**config.mk**
```make
export PLATFORM = sky130hd
export DESIGN_NAME = pad_pullup_control
export DESIGN_NICKNAME = d
export VERILOG_FILES = /design/src/pad_pullup_pkg.sv /design/src/pad_pullup_control.sv /design/src/pad_pullup_cell.sv
export VERILOG_INCLUDE_DIRS = /design/src
export SDC_FILE = /design/constraint.sdc
export NUM_CORES = 1
export LEC_CHECK = 0
export BUFFER_PORTS_ARGS = -buffer_cell sky130_fd_sc_hd__clkbuf_2
export CAP_MARGIN = 30
export CELL_PAD_IN_SITES_DETAIL_PLACEMENT = 0
export CELL_PAD_IN_SITES_GLOBAL_PLACEMENT = 2
export CORE_MARGIN = 2
export CORE_UTILIZATION = 24
export CTS_BUF_LIST = sky130_fd_sc_hd__clkbuf_4 sky130_fd_sc_hd__clkbuf_8 sky130_fd_sc_hd__clkbuf_16
export CTS_CLUSTER_SIZE = 30
export DETAILED_ROUTE_END_ITERATION = 10
export PLACE_DENSITY = 0.87
export SLEW_MARGIN = 20
export SYNTH_ARGS = -nofsm -noshare
export SYNTH_HDL_FRONTEND = slang
export SYNTH_SLANG_ARGS = --single-unit
```
**constraint.sdc**
```tcl
create_clock -name pclk -period 1.6 [get_ports pclk]
set_input_delay 0.4 -clock pclk [delete_from_list [all_inputs] [get_ports pclk]]
set_output_delay 0.4 -clock pclk [all_outputs]
set_load 0.03 [all_outputs]
```
**src/pad_pullup_params.svh**
```systemverilog
// Purpose: offsets, field positions and reset values of the pad pull-up control block
// Assumes: 32-bit apb, word aligned registers
// Notes:   included by bare name
`ifndef PAD_PULLUP_PARAMS_SVH
`define PAD_PULLUP_PARAMS_SVH
`define OFS_PULLUP_DISABLE   12'h000
`define OFS_PORT_E_PULLUP    12'h004
`define OFS_PORT_E_FUNC      12'h008
`define OFS_PORT_E_DIR       12'h00c
`define OFS_PORT_E_DATA      12'h010
`define OFS_PORT_E_OPEN      12'h014
`define OFS_PAD_STATUS       12'h018
`define OFS_CAN_TX_DATA      12'h01c
`define BIT_PUD_CAN          0
`define RST_PULLUP_DISABLE   1'b0
`define RST_PORT_E_PULLUP    2'h3
`define RST_PORT_E_FUNC      2'h0
`define RST_PORT_E_DIR       2'h0
`define RST_PORT_E_DATA      2'h0
`define RST_PORT_E_OPEN      2'h0
`endif

```
**src/pad_pullup_pkg.sv**
```systemverilog
// Purpose: types of the pad pull-up control block
// Assumes: nothing
// Notes:   drive modes of a pad
package pad_pullup_pkg;
    typedef enum logic {drive_push_pull, drive_open_drain} drive_mode_t;
endpackage

```
**src/pad_pullup_control.sv**
```systemverilog
// Purpose: pad pull-up, direction and function control for bus and timer pins
// Assumes: apb slave on pclk, pins are asynchronous to pclk
// Notes:   outputs are registered copies of combinational pad logic
//
// Behaviour
// - bus receive: schmitt input, pull-up after reset
// - disable bit turns receive pull-up off
// - bus transmit: open drain, pull-up after reset
// - open drain driving low: pull-up off
// - open drain high: pull-up unless bit cleared
// - push pull output: pull-up always off
// - timer pins default to timer, pulled up
// - each port pin has own direction
// - cleared port pull-up bit disables pull-up
`include "pad_pullup_params.svh"
module pad_pullup_control
    import pad_pullup_pkg::*;
#(
    parameter int NPINS = 2                      // port e pins 8 and 9
)
(
    input  wire logic             pclk,
    input  wire logic             presetn,
    input  wire logic             psel,
    input  wire logic             penable,
    input  wire logic             pwrite,
    input  wire logic [11:0]      paddr,
    input  wire logic [31:0]      pwdata,
    output logic      [31:0]      prdata,
    output logic                  pready,
    output logic                  pslverr,
    input  wire logic             can_rx_pin,       // bus receive pad level
    output logic                  can_rx_data,      // synchronised receive data
    output logic                  can_rx_pullup,    // receive pad pull-up enable
    input  wire logic             can_tx_ctl,       // transmit data from controller
    output logic                  can_tx_oe,        // transmit pad drives low
    output logic                  can_tx_out,       // transmit pad output level
    output logic                  can_tx_pullup,    // transmit pad pull-up enable
    input  wire logic [NPINS-1:0] timer_out,        // timer channel drive values
    input  wire logic [NPINS-1:0] timer_oe,         // timer channel output enables
    output logic      [NPINS-1:0] timer_in,         // synchronised pin to timer
    input  wire logic [NPINS-1:0] port_e_pin_in,    // timer_c_chan0/1 pad levels
    output logic      [NPINS-1:0] port_e_pin_out,   // pad output level
    output logic      [NPINS-1:0] port_e_pin_oe,    // pad output enable
    output logic      [NPINS-1:0] port_e_pullup     // pad pull-up enable
);
    logic             pullup_disable_reg;   // bit: receive pull-up off
    logic [NPINS-1:0] port_e_pullup_reg;    // port_pullup_enable_field
    logic [NPINS-1:0] func_gpio;            // 1 = general purpose, 0 = timer
    logic [NPINS-1:0] port_dir;             // 1 = output
    logic [NPINS-1:0] port_data;            // gpio output data
    logic [NPINS-1:0] port_open;            // 1 = open drain
    logic             can_tx_soft;          // software transmit bit, ANDed with can_tx_ctl
    logic             rx_meta;              // receive synchroniser stage 1
    logic             rx_sync;              // receive synchroniser stage 2
    logic [NPINS-1:0] pin_meta;             // port synchroniser stage 1
    logic [NPINS-1:0] pin_sync;             // port synchroniser stage 2
    logic [NPINS-1:0] next_pullup;          // per-pin effective pull-up
    logic [NPINS-1:0] next_oe;              // per-pin output enable
    logic [NPINS-1:0] eff_out;              // per-pin selected output
    logic [NPINS-1:0] eff_en;               // per-pin selected direction
    logic [NPINS-1:0] eff_open;             // per-pin selected mode
    logic             next_tx_pullup;       // transmit effective pull-up
    logic             next_tx_oe;           // transmit output enable
    logic             tx_val;               // transmit level
    logic             wr_en;                // apb write strobe
    logic [31:0]      next_prdata;          // read mux

    assign wr_en  = psel & penable & pwrite;
    assign tx_val = can_tx_ctl & can_tx_soft;

    // register writes
    always_ff @(posedge pclk or negedge presetn)
    begin
        if (!presetn)
        begin
            pullup_disable_reg <= `RST_PULLUP_DISABLE;
            port_e_pullup_reg  <= NPINS'(`RST_PORT_E_PULLUP);
            func_gpio          <= NPINS'(`RST_PORT_E_FUNC);
            port_dir           <= NPINS'(`RST_PORT_E_DIR);
            port_data          <= NPINS'(`RST_PORT_E_DATA);
            port_open          <= NPINS'(`RST_PORT_E_OPEN);
            can_tx_soft        <= 1'b1;
        end
        else if (wr_en)
        begin
            case (paddr)
                `OFS_PULLUP_DISABLE: pullup_disable_reg <= pwdata[`BIT_PUD_CAN];
                `OFS_PORT_E_PULLUP:  port_e_pullup_reg  <= pwdata[NPINS-1:0];
                `OFS_PORT_E_FUNC:    func_gpio          <= pwdata[NPINS-1:0];
                `OFS_PORT_E_DIR:     port_dir           <= pwdata[NPINS-1:0];
                `OFS_PORT_E_DATA:    port_data          <= pwdata[NPINS-1:0];
                `OFS_PORT_E_OPEN:    port_open          <= pwdata[NPINS-1:0];
                `OFS_CAN_TX_DATA:    can_tx_soft        <= pwdata[0];
                default:             ;                   // unmapped: ignored
            endcase
        end
    end

    // two-flop synchronisers on pin inputs
    always_ff @(posedge pclk or negedge presetn)
    begin
        if (!presetn)
        begin
            rx_meta  <= 1'b1;
            rx_sync  <= 1'b1;
            pin_meta <= '1;
            pin_sync <= '1;
        end
        else
        begin
            rx_meta  <= can_rx_pin;
            rx_sync  <= rx_meta;
            pin_meta <= port_e_pin_in;
            pin_sync <= pin_meta;
        end
    end

    // function select: timer or gpio drives each pin
    always_comb
    begin
        for (int i = 0; i < NPINS; i++)
        begin
            if (func_gpio[i])
            begin
                eff_en[i]   = port_dir[i];
                eff_out[i]  = port_data[i];
                eff_open[i] = port_open[i];
            end
            else
            begin
                eff_en[i]   = timer_oe[i];
                eff_out[i]  = timer_out[i];
                eff_open[i] = 1'b0;
            end
        end
    end

    // one pad cell per port pin
    for (genvar g = 0; g < NPINS; g++)
    begin : g_pin
        pad_pullup_cell u_cell (
            .pullup_ctl (port_e_pullup_reg[g]),
            .out_en     (eff_en[g]),
            .mode       (eff_open[g] ? drive_open_drain : drive_push_pull),
            .out_val    (eff_out[g]),
            .pullup_on  (next_pullup[g]),
            .pad_oe     (next_oe[g])
        );
    end

    // transmit pad is always an open drain output
    pad_pullup_cell u_tx (
        .pullup_ctl (1'b1),
        .out_en     (1'b1),
        .mode       (drive_open_drain),
        .out_val    (tx_val),
        .pullup_on  (next_tx_pullup),
        .pad_oe     (next_tx_oe)
    );

    // read mux, status shows synchronised pin levels
    always_comb
    begin
        next_prdata = 32'h0000_0000;
        case (paddr)
            `OFS_PULLUP_DISABLE: next_prdata[`BIT_PUD_CAN] = pullup_disable_reg;
            `OFS_PORT_E_PULLUP:  next_prdata[NPINS-1:0]   = port_e_pullup_reg;
            `OFS_PORT_E_FUNC:    next_prdata[NPINS-1:0]   = func_gpio;
            `OFS_PORT_E_DIR:     next_prdata[NPINS-1:0]   = port_dir;
            `OFS_PORT_E_DATA:    next_prdata[NPINS-1:0]   = port_data;
            `OFS_PORT_E_OPEN:    next_prdata[NPINS-1:0]   = port_open;
            `OFS_CAN_TX_DATA:    next_prdata[0]           = can_tx_soft;
            `OFS_PAD_STATUS:     next_prdata[NPINS:0]     = {pin_sync, rx_sync};
            default:             next_prdata              = 32'h0000_0000;
        endcase
    end

    // apb answer: no wait state, registered
    always_ff @(posedge pclk or negedge presetn)
    begin
        if (!presetn)
        begin
            pready  <= 1'b0;
            pslverr <= 1'b0;
            prdata  <= 32'h0000_0000;
        end
        else
        begin
            pready  <= psel & ~penable;
            pslverr <= 1'b0;
            prdata  <= (psel & ~penable & ~pwrite) ? next_prdata : prdata;
        end
    end

    // registered pad outputs
    always_ff @(posedge pclk or negedge presetn)
    begin
        if (!presetn)
        begin
            can_rx_data    <= 1'b1;
            can_rx_pullup  <= 1'b1;
            can_tx_oe      <= 1'b0;
            can_tx_out     <= 1'b0;
            can_tx_pullup  <= 1'b1;
            timer_in       <= '1;
            port_e_pin_out <= '0;
            port_e_pin_oe  <= '0;
            port_e_pullup  <= '1;
        end
        else
        begin
            can_rx_data    <= rx_sync;
            can_rx_pullup  <= ~pullup_disable_reg;
            can_tx_oe      <= next_tx_oe;
            can_tx_out     <= 1'b0;
            can_tx_pullup  <= next_tx_pullup;
            timer_in       <= pin_sync;
            port_e_pin_out <= eff_out;
            port_e_pin_oe  <= next_oe;
            port_e_pullup  <= next_pullup;
        end
    end
endmodule

```
**src/pad_pullup_cell.sv**
```systemverilog
// Purpose: effective pull-up and drive of one pad
// Assumes: inputs come from registers on pclk
// Notes:   fully combinational
module pad_pullup_cell
    import pad_pullup_pkg::*;
(
    input  wire logic        pullup_ctl,  // software pull-up permission
    input  wire logic        out_en,      // pad acts as output
    input  wire drive_mode_t mode,        // open drain or push pull
    input  wire logic        out_val,     // value being driven
    output logic             pullup_on,   // effective pull-up enable
    output logic             pad_oe       // pad output enable
);
    // pull-up from control bit, direction, mode and level
    always_comb
    begin
        pullup_on = pullup_ctl;
        pad_oe    = 1'b0;
        if (out_en)
        begin
            if (mode == drive_open_drain)
            begin
                pad_oe    = ~out_val;                // drives only a low
                pullup_on = pullup_ctl & out_val;
            end
            else
            begin
                pad_oe    = 1'b1;
                pullup_on = 1'b0;
            end
        end
    end
endmodule

```
==> results of run 1 <==
critical path, delay by kind of cell:
kind / cells / cell delay, ns
buf+inv: 1 / 0.08
mux: 1 / 0.35
simple gates: 3 / 1.38
cells in the mapped netlist, types with 2 or more instances:
cell / number
sky130_fd_sc_hd__o31ai_1: 2
sky130_fd_sc_hd__dfrtp_1: 18
sky130_fd_sc_hd__or3_1: 2
sky130_fd_sc_hd__nor2b_1: 2
sky130_fd_sc_hd__o21ai_0: 2
sky130_fd_sc_hd__mux2i_1: 2
sky130_fd_sc_hd__nor4_1: 3
sky130_fd_sc_hd__mux2_2: 13
sky130_fd_sc_hd__nand2_1: 6
sky130_fd_sc_hd__nand3_1: 5
sky130_fd_sc_hd__mux2_1: 2
sky130_fd_sc_hd__inv_1: 6
sky130_fd_sc_hd__dfstp_2: 16
sky130_fd_sc_hd__buf_4: 31
sky130_fd_sc_hd__mux4_2: 2
sky130_fd_sc_hd__nor2_1: 3
sky130_fd_sc_hd__or4_4: 2
sky130_fd_sc_hd__clkbuf_1: 2
power breakdown:
| group | total [mW] | internal (mW) | switching [mW] |
|---|---|---|---|
| Sequential | 0.894 | 0.888 | 0.00597 |
| Clock | 0.934 | 0.624 | 0.311 |
| Combinational | 0.248 | 0.0605 | 0.188 |
final cells by class:
class | count | area (µm²) | area share
well taps | 80 | 100 | 0.0475
repair buffers | 50 | 287 | 0.136
clock buffers | 5 | 68.8 | 0.0327
inverters | 6 | 22.5 | 0.0107
clock inverters | 3 | 68.8 | 0.0327
multi-input cells | 88 | 689 | 0.327
flip-flops and latches | 34 | 871 | 0.413
kinds of logic (layout without fill, tap and decap cells):
family | count (synthesis) | after routing | share of synthesized area
other cells | 1 | 31 | 0.00230
buf+inv | 40 | 64 | 0.163
compound gates | 7 | 7 | 0.0314
mux | 19 | 19 | 0.143
simple gates | 31 | 31 | 0.126
flops | 34 | 34 | 0.533
cell usage in the layout (no fill, tap or decap), types with 2 or more instances in the layout:
master,instances
sky130_fd_sc_hd__buf_4,6
sky130_fd_sc_hd__bufinv_16,2
sky130_fd_sc_hd__clkbuf_2,42
sky130_fd_sc_hd__clkbuf_8,5
sky130_fd_sc_hd__conb_1,31
sky130_fd_sc_hd__dfrtp_1,18
sky130_fd_sc_hd__dfstp_2,16
sky130_fd_sc_hd__inv_1,6
sky130_fd_sc_hd__mux2_1,2
sky130_fd_sc_hd__mux2_2,10
sky130_fd_sc_hd__mux2_4,3
sky130_fd_sc_hd__mux2i_1,2
sky130_fd_sc_hd__mux4_2,2
sky130_fd_sc_hd__nand2_1,6
sky130_fd_sc_hd__nand3_1,4
sky130_fd_sc_hd__nor2_1,3
sky130_fd_sc_hd__nor2b_1,2
sky130_fd_sc_hd__nor4_4,2
sky130_fd_sc_hd__o21ai_0,2
sky130_fd_sc_hd__o31ai_2,2
sky130_fd_sc_hd__or4_4,2
per-layer routing:
layer  track usage  vias up  share of wire
met5             0        -              0
met4        0.0469        0          0.024
met3        0.0295        6          0.082
met2         0.149       51           0.52
met1        0.0973      518           0.38
li1              -      492              -
what timing repair did:
action | CTS | global route
setup buffers | 1 | 1
resized for setup | 2 | 12
pin swaps | 2 | 4
endpoints found under the setup margin | 12 | 15
worst max-delay path by stage:
stage	endpoint	slack, ns	depth (start not counted)
final	func_gpio[1]	-0.45	5
after detailed placement	func_gpio[1]	-0.75	5
after floorplan	func_gpio[0]	-0.60	4
after CTS	func_gpio[1]	-0.45	5
after global routing	func_gpio[1]	-0.47	5
after global placement	func_gpio[0]	-0.72	5
metrics by stage:
stage / setup TNS [ns] / util / total power, mW / instance area, µm²
after floorplan: -5.43 / - / 1.12 / 1750
after global placement: -7.45 / 0.280 / 1.15 / 1870
after detailed placement: -7.86 / 0.280 / 1.15 / 1870
after CTS: -4.17 / 0.304 / 2.09 / 2030
after global routing: -4.53 / 0.315 / 2.17 / 2110
final: -4.05 / 0.315 / 2.08 / 2110
==> metrics.md, run 1 <==
| Metric | Value |
|---|---|
| Stage delay of the slowest cell on the critical path | `0.59 ns` |
| Area leader, netlist | `sky130_fd_sc_hd__dfrtp_1` |
| # diodes | `0` |
| Path category of the worst min-delay check | `primary input to asynchronous set/reset pin` |
| Post-Syn Instances | `132` |
| Category of the worst setup path capture point | `flop` |
| Post-route fraction of the period consumed by the critical path | `1.28` |
| Via density per instance | `4.01` |
| Async S/R FF share, synth | `1.00` |
| Clock H-tree levels | `2` |
| Worst Setup Start Kind | `primary input` |
| Startpoint of the worst-slack reg-to-reg timing path | `func_gpio[1]` |
| Maximum buffer depth of the clock tree | `2` |
| Worst-case reg-to-reg path depth | `4` |
| Portion of the post-synthesis area used by sequential elements | `0.533` |
| Number of vias in the routed layout | `1067` |
| Number of setup violations in the final report | `15` |
| Largest register FFs | `4` |
| Hold buffer count at CTS | `0` |
| Critical Setup Path Class | `primary input to flop` |
| Number of enable-type register cells in the synthesized netlist | `0` |
| DRC | `0` |
| Number of detailed-routing iterations run before antenna repair | `3` |
| Placement-stage worst setup slack | `-0.751 ns` |
| Fraction of final layout cells with drive strength greater than 1 | `0.548` |
| Placed wire-length estimate | `2.33 mm` |
| Net count, final | `242` |
| Number of warning messages in the yosys log | `0` |
| Overall routed net length | `3.14 mm` |
| Fillers | `674` |
| Data required time at the worst endpoint | `1.77 ns` |
| Maximum operating frequency | `0.487 GHz` |
| Peak VDD IR | `0.315 mV` |
| Root cell of the clock tree | `sky130_fd_sc_hd__clkbuf_8` |
| Area of the placeable core | `6680 µm²` |
| Clock Sinks | `34` |
| Cell total after placement | `256` |
| Flops & latches, synth | `34` |
| Residual antenna-violating net count after detailed routing | `0` |
| Area of the die | `7480 µm²` |
| Crit path time final | `2.05 ns` |
| Total leakage power | `1.01 nW` |
| Rows | `30` |
| GRT overflow | `0` |
| Placer congestion estimate | `0.819` |
| Failing checks | `setup timing` |
| Max FO, Critical Path | `4` |
| Library cell contributing the largest single delay on the critical path | `sky130_fd_sc_hd__or4_4` |
| Main area contributors after synthesis | `sky130_fd_sc_hd__dfrtp_1, sky130_fd_sc_hd__dfstp_2, sky130_fd_sc_hd__buf_4, sky130_fd_sc_hd__mux2_2, sky130_fd_sc_hd__mux4_2` |
| IO buf count | `42` |
| Vias in the first global route | `1042` |
| Final worst hold slack | `0.0592 ns` |
| Synthesized area divided by synthesized cell count | `12.4 µm²` |
| Reg-to-reg setup timing slack | `0.14 ns` |
| Critical path launch point | `paddr[7]` |
| Main synth FF type | `sky130_fd_sc_hd__dfrtp_1` |
| Maximum number of pins on one net before global-route repair | `19` |
| Syn Std Cell Area | `1630 µm²` |
| Routed wire per std cell | `11.8 µm` |
| Reg-to-reg critical path endpoint | `prdata[1]` |
| Hold violation count in the final report | `0` |
| Clock buffer count from CTS | `5` |
| CP cell instances | `clkbuf_2, or4_4, or4_4, nor4b_4, mux2_1` |
| Outcome | `complete, but fails checks` |
| Number of max-cap violations | `0` |
| Data arrival, critical path | `2.22 ns` |
| Final critical-path setup slack | `-0.451 ns` |
| Overall die height | `86.5 µm` |
| Total routing resource utilization after global routing | `0.0879` |
| Die width | `86.5 µm` |
| Clock input transition at the sequential cells of the worst setup and hold paths | `0.07 ns` |
| Most prevalent standard cell on the critical path | `sky130_fd_sc_hd__or4_4` |
| CTS tree | `done` |
| Skew final | `0.00721 ns` |
| Antenna violations before repair | `0` |
| Max-slew violation count | `0` |
| Pwr dens | `985 nW/µm²` |
| Initial standard-cell utilization of the core | `0.244` |
| Number of top-level pins | `104` |
| Setup repair after global routing missed its margin | `yes` |
| Final std cells w/o fill | `266` |
| Clock latency at the later pin of the worst-skew pair | `0.29 ns` |
| Area delta synth->final | `29.0%` |
| Area share of the largest cell type after synthesis | `0.276` |
| Distinct cell type count of the synthesized netlist | `31` |
| Number of DRC markers after the initial detailed-route iteration | `43` |
| Global-route wire length before repair | `5.02 mm` |
No activity file was read; power rests on OpenSTA's default activity.
==> run 2, diff against run 1 <==
--- a/config.mk
+++ b/config.mk
@@ -8,14 +8,12 @@
 export LEC_CHECK = 0
 export BUFFER_PORTS_ARGS = -buffer_cell sky130_fd_sc_hd__clkbuf_2
 export CAP_MARGIN = 30
-export CELL_PAD_IN_SITES_DETAIL_PLACEMENT = 0
-export CELL_PAD_IN_SITES_GLOBAL_PLACEMENT = 2
 export CORE_MARGIN = 2
-export CORE_UTILIZATION = 24
+export CORE_UTILIZATION = 42
 export CTS_BUF_LIST = sky130_fd_sc_hd__clkbuf_4 sky130_fd_sc_hd__clkbuf_8 sky130_fd_sc_hd__clkbuf_16
 export CTS_CLUSTER_SIZE = 30
 export DETAILED_ROUTE_END_ITERATION = 10
-export PLACE_DENSITY = 0.87
+export PLACE_DENSITY = 0.79
 export SLEW_MARGIN = 20
 export SYNTH_ARGS = -nofsm -noshare
 export SYNTH_HDL_FRONTEND = slang
==> run 2 against run 1 <==
  * The run still ends with setup timing left
  * Die area down 41%
  * Routed wire length down 8.7%
  * Worst setup slack worse by 0.016 ns
  * Sequential share of layout area up 2.3 points
  * Sequential power about the same
  * First-iteration DRC count down 7.0%
  * Clock skew down 0.0033 ns
  * Combinational power down 4%
  * Critical endpoint unchanged
==> metrics.md, run 2 (synthesis results as in run 1) <==
| Metric | Value |
|---|---|
| Most common library cell in the layout ignoring fill and taps | `sky130_fd_sc_hd__clkbuf_2` |
| Placed wire-length estimate | `2.05 mm (-12%)` |
| Number of setup violations in the final report | `15 (unchanged)` |
| Total non-filler cell area in the finished layout | `2000 µm² (-5.3%)` |
| Data arrival, critical path | `2.23 ns (about the same)` |
| Global-route wire length before repair | `4.34 mm (-13%)` |
| # diodes | `0 (unchanged)` |
| IO buf count | `42 (unchanged)` |
| Data required time at the worst endpoint | `1.76 ns (about the same)` |
| Hold buffer count at CTS | `0 (unchanged)` |
| Maximum buffer depth of the clock tree | `2 (unchanged)` |
| CTS tree | `done` |
| Final Util | `0.541 (+0.226)` |
| Initial standard-cell utilization of the core | `0.443 (+0.198)` |
| Crit path time final | `2.07 ns (+0.0164 ns)` |
| Clock buffer count from CTS | `5 (unchanged)` |
| Critical Setup Path Class | `primary input to flop` |
| Via density per instance | `4.51 (+12%)` |
| Final worst hold slack | `0.131 ns (+0.0716 ns)` |
| Clock H-tree levels | `2 (unchanged)` |
| Vias in the first global route | `909 (-13%)` |
| Failing checks | `setup timing` |
| Placer congestion estimate | `0.776 (-5.3%)` |
| Instance area at placement | `1810 µm² (-3.2%)` |
| Clock input transition at the sequential cells of the worst setup and hold paths | `0.06 ns (about the same)` |
| Area of the die | `4400 µm² (-41%)` |
| Total leakage power | `0.980 nW (-3.4%)` |
| Worst Setup Start Kind | `primary input` |
| Met1 demand-to-capacity share in global routing | `0.158 (+0.0610)` |
| Post-route fraction of the period consumed by the critical path | `1.29 (+0.0102)` |
| Clock latency at the later pin of the worst-skew pair | `0.28 ns (about the same)` |
| Area delta synth->final | `22.2%` |
| Overall routed net length | `2.87 mm (-8.7%)` |
| Most frequent cells in the layout | `sky130_fd_sc_hd__clkbuf_2, sky130_fd_sc_hd__conb_1, sky130_fd_sc_hd__dfrtp_1, sky130_fd_sc_hd__dfstp_2, sky130_fd_sc_hd__mux2_2` |
| Number of max-cap violations | `0 (unchanged)` |
| Number of top-level pins | `104 (unchanged)` |
| Clock Sinks | `34 (unchanged)` |
| Total routing resource utilization after global routing | `0.139 (+0.0511)` |
| Maximum operating frequency | `0.484 GHz (-0.79%)` |
| Overall die height | `66.4 µm (-23%)` |
| DRC | `0 (unchanged)` |
| Hold violation count in the final report | `0 (unchanged)` |
| Category of the worst setup path capture point | `flop` |
| Cell total after placement | `223 (-13%)` |
| Global Route met2 Usage | `0.226 (+0.0773)` |
| Max-slew violation count | `0 (unchanged)` |
| GRT overflow | `0 (unchanged)` |
| Outcome | `complete, but fails checks` |
| Maximum number of pins on one net before global-route repair | `35 (+16)` |
| Largest register FFs | `4 (unchanged)` |
| Fraction of final layout cells with drive strength greater than 1 | `0.541 (-0.00785)` |
| Path category of the worst min-delay check | `primary input to asynchronous set/reset pin` |
| Antenna violations before repair | `0 (unchanged)` |
| Number of detailed-routing iterations run before antenna repair | `4 (+1)` |
| Final critical-path setup slack | `-0.468 ns (-0.0164 ns)` |
| Skew final | `0.00391 ns (-0.00330 ns)` |
| Peak VDD IR | `0.300 mV (-4.7%)` |
| Area of the placeable core | `3690 µm² (-45%)` |
| Total Neg Setup Slack | `-5.36 ns (-1.30 ns)` |
| Root cell of the clock tree | `sky130_fd_sc_hd__clkbuf_8` |
| Net count, final | `241 (-0.41%)` |
| Final std cells w/o fill | `233 (-12%)` |
| Number of vias in the routed layout | `1050 (-1.6%)` |
| Number of DRC markers after the initial detailed-route iteration | `40 (-7.0%)` |
| Routed wire per std cell | `12.3 µm (+4.3%)` |
| Final total power | `1.78 mW (-14%)` |
| Pwr dens | `890 nW/µm² (-9.6%)` |
| Rows | `22 (-27%)` |
| Placement-stage worst setup slack | `-0.741 ns (+0.00977 ns)` |
| Residual antenna-violating net count after detailed routing | `0 (unchanged)` |
| Die width | `66.4 µm (-23%)` |
| Global routing usage on met3 | `0.0460 (+0.0165)` |
| Peak-usage layer in the global routing report | `met2` |
| Setup repair after global routing missed its margin | `yes` |
| Max FO, Critical Path | `4 (unchanged)` |
run 2: cell types whose count changed in the layout (fill, tap and decap cells not counted), sizes merged:
cell and change:
bufinv -2, buf -1, clkbuf +2
run 2: what timing repair did:
action / in CTS / in global routing
setup endpoints to repair: 14 / 15
pin swaps: 1 / 1
gates resized for setup: 7 / 6
setup buffers: 1 / 1
run 2: worst max-delay path, cell delays in order:
cell                       delay [ns]
sky130_fd_sc_hd__clkbuf_2        0.08
sky130_fd_sc_hd__or4_4           0.53
sky130_fd_sc_hd__or4_4           0.59
sky130_fd_sc_hd__nor4b_4         0.27
sky130_fd_sc_hd__mux2_1          0.35
run 2: power by group:
group | switching, mW | total, mW | internal, mW
Combinational | 0.183 | 0.238 | 0.0554
Clock | 0.280 | 0.643 | 0.363
Sequential | 0.00681 | 0.895 | 0.889
Total | 0.470 | 1.78 | 1.31
run 2: area by class of cell:
cell class	count	area (µm²)
Timing Repair Buffer	49	270
Sequential cell	34	871
Tap cell	48	60.1
Clock buffer	7	90.1
Clock inverter	1	5.00
Inverter	6	22.5
Multi-Input combinational cell	88	677
Fill cell	332	1690
run 2: per-layer routing:
layer  routed length, µm  up-vias
li1                    -      492
met4                  63        0
met5                   0        -
met3                 206        6
met2                1490       47
met1                1100      505
run 2: path summary, 6_finish.rpt:
| check | cells after the start | slack, ns | startpoint | end |
|---|---|---|---|---|
| hold / removal | 2 | 0.13 | presetn | prdata[2] |
| setup reg to reg | 4 | 0.26 | func_gpio[1] | prdata[1] |
| setup / recovery | 5 | -0.47 | paddr[7] | func_gpio[1] |
| max in group asynchronous | 2 | 1.14 | presetn | can_tx_soft |
| min in group pclk | 1 | 0.20 | port_e_pin_in[1] | pin_meta[1] |
| hold reg to reg | 0 | 0.36 | rx_meta | rx_sync |
